[src/hw/sild_pkg.sv]
// constants and types of the short load/store decoder
// Notes on behaviour
// RULE1: register-offset address is base register plus offset register, low registers 0-7.
// RULE2: register-offset load and byte flags: 00 word store, 01 byte store, 10/11 loads.
// RULE3: byte store writes only the low byte of the source, one lane enabled.
// RULE4: unsigned byte load puts byte in bits 7:0 and clears upper 24 bits.
// RULE5: sign-extend format opcodes: 00 half store, 01 half load, 10 sbyte, 11 shalf.
// RULE6: halfword store writes only source bits 15:0 at base plus offset.
// RULE7: unsigned halfword load fills bits 15:0 and zeroes bits 31:16.
// RULE8: signed byte load copies loaded bit 7 into bits 31:8.
// RULE9: signed halfword load copies loaded bit 15 into bits 31:16.
// RULE10: immediate byte accesses add the unscaled 5-bit field to the base.
// RULE11: immediate word accesses shift the 5-bit field left by two.
// RULE12: immediate format flags: 00 word store, 10 word load, 01 byte store, 11 byte load.
// RULE13: immediate halfword format shifts the 5-bit field left by one.
// RULE14: immediate halfword: load flag 0 stores low 16 bits, 1 loads zero-extended.
// RULE15: each access takes the same cycles as its full-width equivalent.
// RULE16: pc-relative load forces pc bit 1 to zero before adding offset.
// RULE17: pc-relative base is instruction address plus 4, 8-bit field scaled by four.
package sild_pkg;
  // ****************************************
  // instruction field positions
  // ****************************************
  localparam int SILD_RD_LSB = 0;
  localparam int SILD_BASE_LSB = 3;
  localparam int SILD_OFS_LSB = 6;
  localparam int SILD_IMM5_LSB = 6;
  localparam int SILD_RD8_LSB = 8;
  localparam int SILD_FMT9_B_BIT = 12;
  localparam int SILD_FMT9_L_BIT = 11;
  localparam int SILD_FMT78_L_BIT = 11;
  localparam int SILD_FMT78_B_BIT = 10;
  localparam int SILD_FMT7_SEL_BIT = 9;
  localparam int SILD_FMT10_L_BIT = 11;
  // ****************************************
  // format opcode patterns
  // ****************************************
  localparam logic [4:0] SILD_OP_PCREL = 5'h09;
  localparam logic [3:0] SILD_OP_REGOFS = 4'h5;
  localparam logic [2:0] SILD_OP_IMMWB = 3'h3;
  localparam logic [3:0] SILD_OP_IMMHALF = 4'h8;
  // ****************************************
  // address and timing constants
  // ****************************************
  localparam logic [31:0] SILD_PC_AHEAD = 32'h0000_0004;
  localparam int SILD_WORD_SHIFT = 2;
  localparam int SILD_HALF_SHIFT = 1;
  localparam logic [1:0] SILD_STORE_CYCLES = 2'h1;
  localparam logic [1:0] SILD_LOAD_CYCLES = 2'h2;
  // ****************************************
  // access size and operations
  // ****************************************
  typedef enum logic [1:0] {
    SILD_SZ_BYTE = 2'h0,
    SILD_SZ_HALF = 2'h1,
    SILD_SZ_WORD = 2'h2
  } sild_size_t;
  typedef enum logic [3:0] {
    SILD_NONE = 4'h0,
    SILD_STORE_WORD = 4'h1,
    SILD_STORE_BYTE = 4'h2,
    SILD_LOAD_WORD = 4'h3,
    SILD_LOAD_BYTE = 4'h4,
    SILD_STORE_HALF = 4'h5,
    SILD_LOAD_HALF = 4'h6,
    SILD_LOAD_SBYTE = 4'h7,
    SILD_LOAD_SHALF = 4'h8
  } sild_op_t;
  typedef enum logic [1:0] {
    SILD_IDLE = 2'b00,
    SILD_ACCESS = 2'b01,
    SILD_WRITEBACK = 2'b11
  } sild_state_t;
endpackage
[src/hw/sild_decode.sv]
// short load/store decoder with address generation and data transfer
//
// Local design decisions: the plain strobed port and the address map.
`timescale 1ns/1ps
module sild_decode
  import sild_pkg::*;
(
  // clock and reset
  input wire logic ref_clk,
  input wire logic arst_n,
  // instruction issue
  input wire logic insn_valid,
  input wire logic [15:0] insn,
  input wire logic [31:0] insn_addr,
  output logic insn_ready,
  output logic insn_illegal,
  // register file read
  output logic [2:0] base_reg,
  output logic [2:0] offset_reg,
  output logic [2:0] src_reg,
  input wire logic [31:0] base_data,
  input wire logic [31:0] offset_data,
  input wire logic [31:0] src_data,
  // register file write
  output logic wb_en,
  output logic [2:0] wb_reg,
  output logic [31:0] wb_data,
  // data memory
  output logic mem_req,
  output logic mem_we,
  output logic [31:0] mem_addr,
  output logic [31:0] mem_wdata,
  output logic [3:0] mem_be,
  input wire logic [31:0] mem_rdata
);
  // ****************************************
  // field decode
  // ****************************************
  sild_op_t op;
  logic [4:0] imm5_offset_field;
  logic [7:0] imm8_word_field;
  logic [31:0] ofs;
  logic [31:0] base;
  logic [2:0] rd;
  logic is_pcrel;
  logic [1:0] lb;
  logic store_byte_op;
  logic load_byte_op;
  logic store_half_op;
  logic load_half_op;
  logic load_signed_byte_op;
  logic load_signed_half_op;

  assign imm5_offset_field = insn[SILD_IMM5_LSB +: 5];
  assign imm8_word_field = insn[7:0];
  assign base_reg = insn[SILD_BASE_LSB +: 3];
  assign offset_reg = insn[SILD_OFS_LSB +: 3];
  assign src_reg = rd;
  assign is_pcrel = (insn[15:11] == SILD_OP_PCREL);

  always_comb begin
    op = SILD_NONE;
    ofs = 32'h0000_0000;
    base = base_data;
    rd = insn[SILD_RD_LSB +: 3];
    lb = {insn[SILD_FMT78_L_BIT], insn[SILD_FMT78_B_BIT]};
    if (is_pcrel) begin
      op = SILD_LOAD_WORD;
      rd = insn[SILD_RD8_LSB +: 3];
      // RULE16 RULE17 pc base aligned
      base = (insn_addr + SILD_PC_AHEAD) & ~32'h0000_0002;
      ofs = {24'h000000, imm8_word_field} << SILD_WORD_SHIFT;
    end else if (insn[15:12] == SILD_OP_REGOFS) begin
      // RULE1 register offset sum
      ofs = offset_data;
      if (!insn[SILD_FMT7_SEL_BIT]) begin
        // RULE2 register format ops
        case (lb)
          2'b00: op = SILD_STORE_WORD;
          2'b01: op = SILD_STORE_BYTE;
          2'b10: op = SILD_LOAD_WORD;
          default: op = SILD_LOAD_BYTE;
        endcase
      end else begin
        // RULE5 sign-extend format ops
        case (lb)
          2'b00: op = SILD_STORE_HALF;
          2'b01: op = SILD_LOAD_HALF;
          2'b10: op = SILD_LOAD_SBYTE;
          default: op = SILD_LOAD_SHALF;
        endcase
      end
    end else if (insn[15:13] == SILD_OP_IMMWB) begin
      // RULE12 immediate format ops
      case ({insn[SILD_FMT9_L_BIT], insn[SILD_FMT9_B_BIT]})
        2'b00: op = SILD_STORE_WORD;
        2'b10: op = SILD_LOAD_WORD;
        2'b01: op = SILD_STORE_BYTE;
        default: op = SILD_LOAD_BYTE;
      endcase
      // RULE10 RULE11 offset scaling
      if (insn[SILD_FMT9_B_BIT]) begin
        ofs = {27'h0000000, imm5_offset_field};
      end else begin
        ofs = {27'h0000000, imm5_offset_field} << SILD_WORD_SHIFT;
      end
    end else if (insn[15:12] == SILD_OP_IMMHALF) begin
      // RULE13 RULE14 halfword immediate
      op = insn[SILD_FMT10_L_BIT] ? SILD_LOAD_HALF : SILD_STORE_HALF;
      ofs = {27'h0000000, imm5_offset_field} << SILD_HALF_SHIFT;
    end
  end

  assign store_byte_op = (op == SILD_STORE_BYTE);
  assign load_byte_op = (op == SILD_LOAD_BYTE);
  assign store_half_op = (op == SILD_STORE_HALF);
  assign load_half_op = (op == SILD_LOAD_HALF);
  assign load_signed_byte_op = (op == SILD_LOAD_SBYTE);
  assign load_signed_half_op = (op == SILD_LOAD_SHALF);

  // ****************************************
  // access sequencer
  // ****************************************
  sild_state_t state;
  sild_state_t next_state;
  logic [31:0] addr;
  logic [31:0] next_addr;
  logic [31:0] wdata;
  logic [31:0] next_wdata;
  logic [3:0] be;
  logic [3:0] next_be;
  logic we;
  logic next_we;
  logic [2:0] dst;
  logic [2:0] next_dst;
  sild_size_t size;
  sild_size_t next_size;
  logic sgn;
  logic next_sgn;
  logic illegal;
  logic next_illegal;
  logic [31:0] ea;
  logic [31:0] ext_data;

  assign ea = base + ofs;
  assign insn_ready = (state == SILD_IDLE);

  always_comb begin
    next_state = state;
    next_addr = addr;
    next_wdata = wdata;
    next_be = be;
    next_we = we;
    next_dst = dst;
    next_size = size;
    next_sgn = sgn;
    next_illegal = 1'b0;
    case (state)
      SILD_IDLE: begin
        if (insn_valid && op == SILD_NONE) begin
          next_illegal = 1'b1;
        end else if (insn_valid) begin
          next_state = SILD_ACCESS;
          next_addr = ea;
          next_dst = rd;
          next_we = !(op == SILD_LOAD_WORD || load_byte_op || load_half_op ||
                      load_signed_byte_op || load_signed_half_op);
          next_sgn = load_signed_byte_op || load_signed_half_op;
          next_size = SILD_SZ_WORD;
          next_be = 4'hf;
          next_wdata = src_data;
          if (store_byte_op || load_byte_op || load_signed_byte_op) begin
            next_size = SILD_SZ_BYTE;
            // RULE3 single byte lane
            next_be = 4'h1 << ea[1:0];
            next_wdata = {4{src_data[7:0]}};
          end else if (store_half_op || load_half_op || load_signed_half_op) begin
            next_size = SILD_SZ_HALF;
            // RULE6 halfword lanes picked by address bit 1
            next_be = ea[1] ? 4'hc : 4'h3;
            next_wdata = {2{src_data[15:0]}};
          end
        end
      end
      // RULE15 store one cycle, load two
      SILD_ACCESS: begin
        next_state = we ? SILD_IDLE : SILD_WRITEBACK;
      end
      SILD_WRITEBACK: begin
        next_state = SILD_IDLE;
      end
      default: begin
        next_state = SILD_IDLE;
      end
    endcase
  end

  always_ff @(posedge ref_clk or negedge arst_n) begin
    if (!arst_n) begin
      state <= SILD_IDLE;
      addr <= 32'h0000_0000;
      wdata <= 32'h0000_0000;
      be <= 4'h0;
      we <= 1'b0;
      dst <= 3'h0;
      size <= SILD_SZ_WORD;
      sgn <= 1'b0;
      illegal <= 1'b0;
    end else begin
      state <= next_state;
      addr <= next_addr;
      wdata <= next_wdata;
      be <= next_be;
      we <= next_we;
      dst <= next_dst;
      size <= next_size;
      sgn <= next_sgn;
      illegal <= next_illegal;
    end
  end

  // ****************************************
  // memory and writeback
  // ****************************************
  logic [31:0] load_q;
  logic [31:0] next_load_q;

  sild_load_extend u_ext (
    .rdata(mem_rdata),
    .lane(addr[1:0]),
    .size(size),
    .signed_load(sgn),
    .result(ext_data)
  );

  always_comb begin
    next_load_q = load_q;
    if (state == SILD_ACCESS && !we) begin
      next_load_q = ext_data;
    end
  end

  always_ff @(posedge ref_clk or negedge arst_n) begin
    if (!arst_n) begin
      load_q <= 32'h0000_0000;
    end else begin
      load_q <= next_load_q;
    end
  end

  assign mem_req = (state == SILD_ACCESS);
  assign mem_we = mem_req & we;
  assign mem_addr = addr;
  assign mem_wdata = wdata;
  assign mem_be = mem_req ? be : 4'h0;
  assign wb_en = (state == SILD_WRITEBACK);
  assign wb_reg = dst;
  assign wb_data = load_q;
  assign insn_illegal = illegal;
endmodule

[src/hw/sild_load_extend.sv]
// load data lane select and extension
`timescale 1ns/1ps
module sild_load_extend
  import sild_pkg::*;
(
  // request
  input wire logic [31:0] rdata,
  input wire logic [1:0] lane,
  input wire sild_size_t size,
  input wire logic signed_load,
  // result
  output logic [31:0] result
);
  logic [7:0] byte_val;
  logic [15:0] half_val;
  always_comb begin
    byte_val = rdata[8*lane +: 8];
    half_val = lane[1] ? rdata[31:16] : rdata[15:0];
    result = rdata;
    case (size)
      // RULE4 RULE8 byte extension
      SILD_SZ_BYTE: begin
        result = {{24{signed_load & byte_val[7]}}, byte_val};
      end
      // RULE7 RULE9 RULE14 halfword extension
      SILD_SZ_HALF: begin
        result = {{16{signed_load & half_val[15]}}, half_val};
      end
      default: begin
        result = rdata;
      end
    endcase
  end
endmodule

[config.mk]
export PLATFORM = sky130hd
export DESIGN_NAME = sild_decode
export DESIGN_NICKNAME = d
export VERILOG_FILES = /design/src/hw/sild_pkg.sv /design/src/hw/sild_decode.sv /design/src/hw/sild_load_extend.sv
export SDC_FILE = /design/constraint.sdc
export NUM_CORES = 1
export LEC_CHECK = 0
export BUFFER_PORTS_ARGS = -buffer_cell sky130_fd_sc_hd__clkbuf_2
export CAP_MARGIN = 20
export CORE_UTILIZATION = 40
export CTS_BUF_LIST = sky130_fd_sc_hd__clkbuf_4 sky130_fd_sc_hd__clkbuf_8 sky130_fd_sc_hd__clkbuf_16
export DETAILED_ROUTE_END_ITERATION = 8
export GPL_ROUTABILITY_DRIVEN = 0
export PLACE_DENSITY = 0.68
export SYNTH_ARGS = -nofsm -noshare
export SYNTH_HDL_FRONTEND = slang
export SYNTH_SLANG_ARGS = --single-unit
[constraint.sdc]
create_clock -name ref_clk -period 4.7 [get_ports ref_clk]
set_clock_uncertainty 0.1 [all_clocks]
set_input_delay 0.94 -clock ref_clk [delete_from_list [all_inputs] [get_ports ref_clk]]
set_output_delay 0.94 -clock ref_clk [all_outputs]
set_load 0.005 [all_outputs]
==> impl_metrics.tcl <==
set metrics [dict create \
    p_leak_nw 5.07 \
    areaGrowthSynthToFinish_pct 26.4 \
    fin_crit_ns 4.15 \
    ir_drop_mv 0.161 \
    crit_family "compound AO/OA/AOI/OAI gates" \
    powerDensity_nw_per_um2 415 \
    relSlewSlack 0.333 \
    clock_latency_ns 0.35 \
    initial_core_util 0.409 \
    ctsHoldBuffers 0 \
    maxCapViolations 0 \
    drc 0 \
    crit_path_max_incr_delay_ns 0.38 \
    synth_fp_nets 1221 \
    cp_max_fo 15 \
    dp_hpwl_um 18800 \
    die_h_um 143 \
    critPathKind "in -> reg" \
    top_level_ports 296 \
    ant_nets 0 \
    startpoint_type "input pin" \
    synth_edf_count 0 \
    synth_top_cell_by_area "dfrtp_1" \
    grt_max_degree 100 \
    die_area_um2 20500 \
    min_period_over_period 0.883 \
    cp_cell_sequence "clkbuf_2, ha_1, nor3b_1, buf_4, a221oi_1, nor2_1, ha_1, a21o_1, a21oi_1, a21oi_1, o211ai_1, a211oi_2, buf_4, a211o_1, a21oi_1, xnor2_1, o21ai_0" \
    path_buf_inv 3 \
    synthesis.area_um2 7980 \
    netlist-cell-type-count 73 \
    nFillCells 1945 \
    post_cts_buffers 0 \
    fp.dieW_um 143 \
    worst_slew_pin_slew_ns 0.999 \
    grtUsageTotal 0.229 \
    antenna_cells 0 \
    vias_per_cell 5.14 \
    synth-seq-cells 110 \
    nNetsFinal 1498 \
    io_buffers 294 \
    final_cell_mix "clkbuf_2, nand2_1, o21ai_0, dfrtp_1, nor2_1" \
    yosys-top-cells-area "dfrtp_1, nand2_1, o21ai_0" \
    layout_setup_ws_ns 0.549 \
    grt.overflow.total 0 \
    cpMaxStageDelayCell "ha_1" \
    cts_tree "built" \
    clockBufferDepth 2 \
    hold_path_class "reg -> reg" \
    yosysWarningCount 0 \
    yosysSeqAreaShare 0.345 \
    worstReg2RegStart "size[0]" \
    antenna_found_initial 0 \
    grt_pass1_wl_um 36900 \
    place_ws_ns 0.175 \
    wl_um 23900 \
    hp-start "wb_reg[2]" \
    synth_flop_cell "dfrtp_1" \
    first_global_vias 7165 \
    end_kind "flop" \
    h-tree-depth 3 \
    fmax_ghz 0.241 \
    worstPathRequired_ns 4.79 \
    wl_per_cell_um 15.4 \
    drt_iter0_markers 396 \
    postSynthCellCount 1002 \
    finalHoldViolCount 0 \
    cts_root_buf "clkbuf_16" \
    finalPower_mw 4.18 \
    rows 51 \
    fin_setup_tns_ns 0 \
    cp_data_arrival_time_ns 4.24 \
    drt_pass1_iterations 7 \
    finalMaxSlewViolations 0 \
    coreArea_um2 19500 \
    cts_buffers 9 \
    syn_avg_cell_area_um2 7.97 \
    final_common_cell "clkbuf_2" \
    outcome "finished, final reports clean" \
    startpoint "insn[11]" \
    synth-async-reset-ratio 1.00 \
    crit_top_cell "a21oi_1" \
    rsz0062_at_grt "no" \
    vias 7959 \
    path_clk_slew_ns 0.07 \
    finalSetupViolations 0 \
    cts_resized 0 \
    yosys.area.top_type_share 0.342 \
    drive_above_1_share 0.278 \
    cts_sinks 110 \
]
## cell usage after synthesis, types with 3 or more instances
cell	instances
nor2_1	66
a21oi_1	66
inv_1	25
dfrtp_1	109
o211ai_1	5
o22ai_1	8
a222oi_1	8
xnor2_1	27
and3_1	8
and2_1	35
and4_1	6
mux2i_1	28
xor2_1	27
buf_6	4
a221oi_1	10
nand3_1	18
nor2b_1	5
o21ai_0	113
clkbuf_1	32
nand2_1	223
a211oi_1	7
buf_2	6
nand4_1	9
nor3b_1	10
o21ai_1	11
ha_1	39
buf_1	4
nor3_1	8
nand2b_1	11
buf_4	8
a21boi_0	4
a21o_1	7
o31ai_1	5
o21a_1	3
o22a_1	4
## worst register-to-register path, stage by stage (launching register included)
cell	delay (ns)
dfrtp_1	0.52
nor2b_1	0.83
nor2_1	0.08
nor2_1	0.41
o22ai_1	0.16
o21ai_0	0.20
## final timing paths
kind	to	slack, ns	depth (start not counted)
max	mem_addr[23]	0.55	17
min	wb_reg[2]	0.38	2
max reg2reg	wb_data[5]	2.33	5
min reg2reg	wb_reg[2]	0.38	2
max in group asynchronous	sgn	3.10	2
min in group asynchronous	mem_wdata[12]	0.51	1
## layer usage
layer | global-route usage | up-vias | routed length [µm]
met5 | 0 | - | 0
met4 | 0.0476 | 0 | 238
met3 | 0.0342 | 14 | 1380
met2 | 0.387 | 259 | 11400
met1 | 0.310 | 3634 | 10900
li1 | - | 4052 | -
## per-stage QoR
step | util | hold WS, ns | area (µm²) | instances
final | 0.517 | 0.378 | 10100 | 1549
after global routing | 0.517 | 0.400 | 10100 | 1549
after CTS | 0.516 | 0.385 | 10100 | 1548
after detailed placement | 0.499 | 0.365 | 9740 | 1532
after global placement | 0.499 | 0.360 | 9740 | 1532
after floorplan | - | 0.363 | 7980 | 1002
## power breakdown
group	switching, mW	leakage, nW	internal (mW)
Sequential	0.292	1.36	1.38
Combinational	0.905	3.55	0.760
Clock	0.359	0.163	0.486
Total	1.56	5.07	2.63
## area by class of cell
cell class | instances | area (µm²) | area share
multi-input combinational | 811 | 4870 | 0.483
clock buffer | 10 | 239 | 0.0237
timing repair buffer | 320 | 1700 | 0.169
tap | 265 | 332 | 0.0329
sequential | 110 | 2750 | 0.273
clock inverter | 6 | 91.3 | 0.00905
inverter | 27 | 101 | 0.0100
## cell families after synthesis
| logic type | Yosys count | share of synthesized area |
|---|---|---|
| AND/OR/NAND/NOR | 412 | 0.237 |
| flip-flops | 110 | 0.345 |
| buffers and inverters | 81 | 0.0465 |
| XOR/XNOR | 54 | 0.0592 |
| AO/OA/AOI/OAI | 275 | 0.209 |
| multiplexers | 30 | 0.0393 |
| adder cells (fa/ha/maj) | 40 | 0.0636 |
No activity file was read; power rests on OpenSTA's default activity.
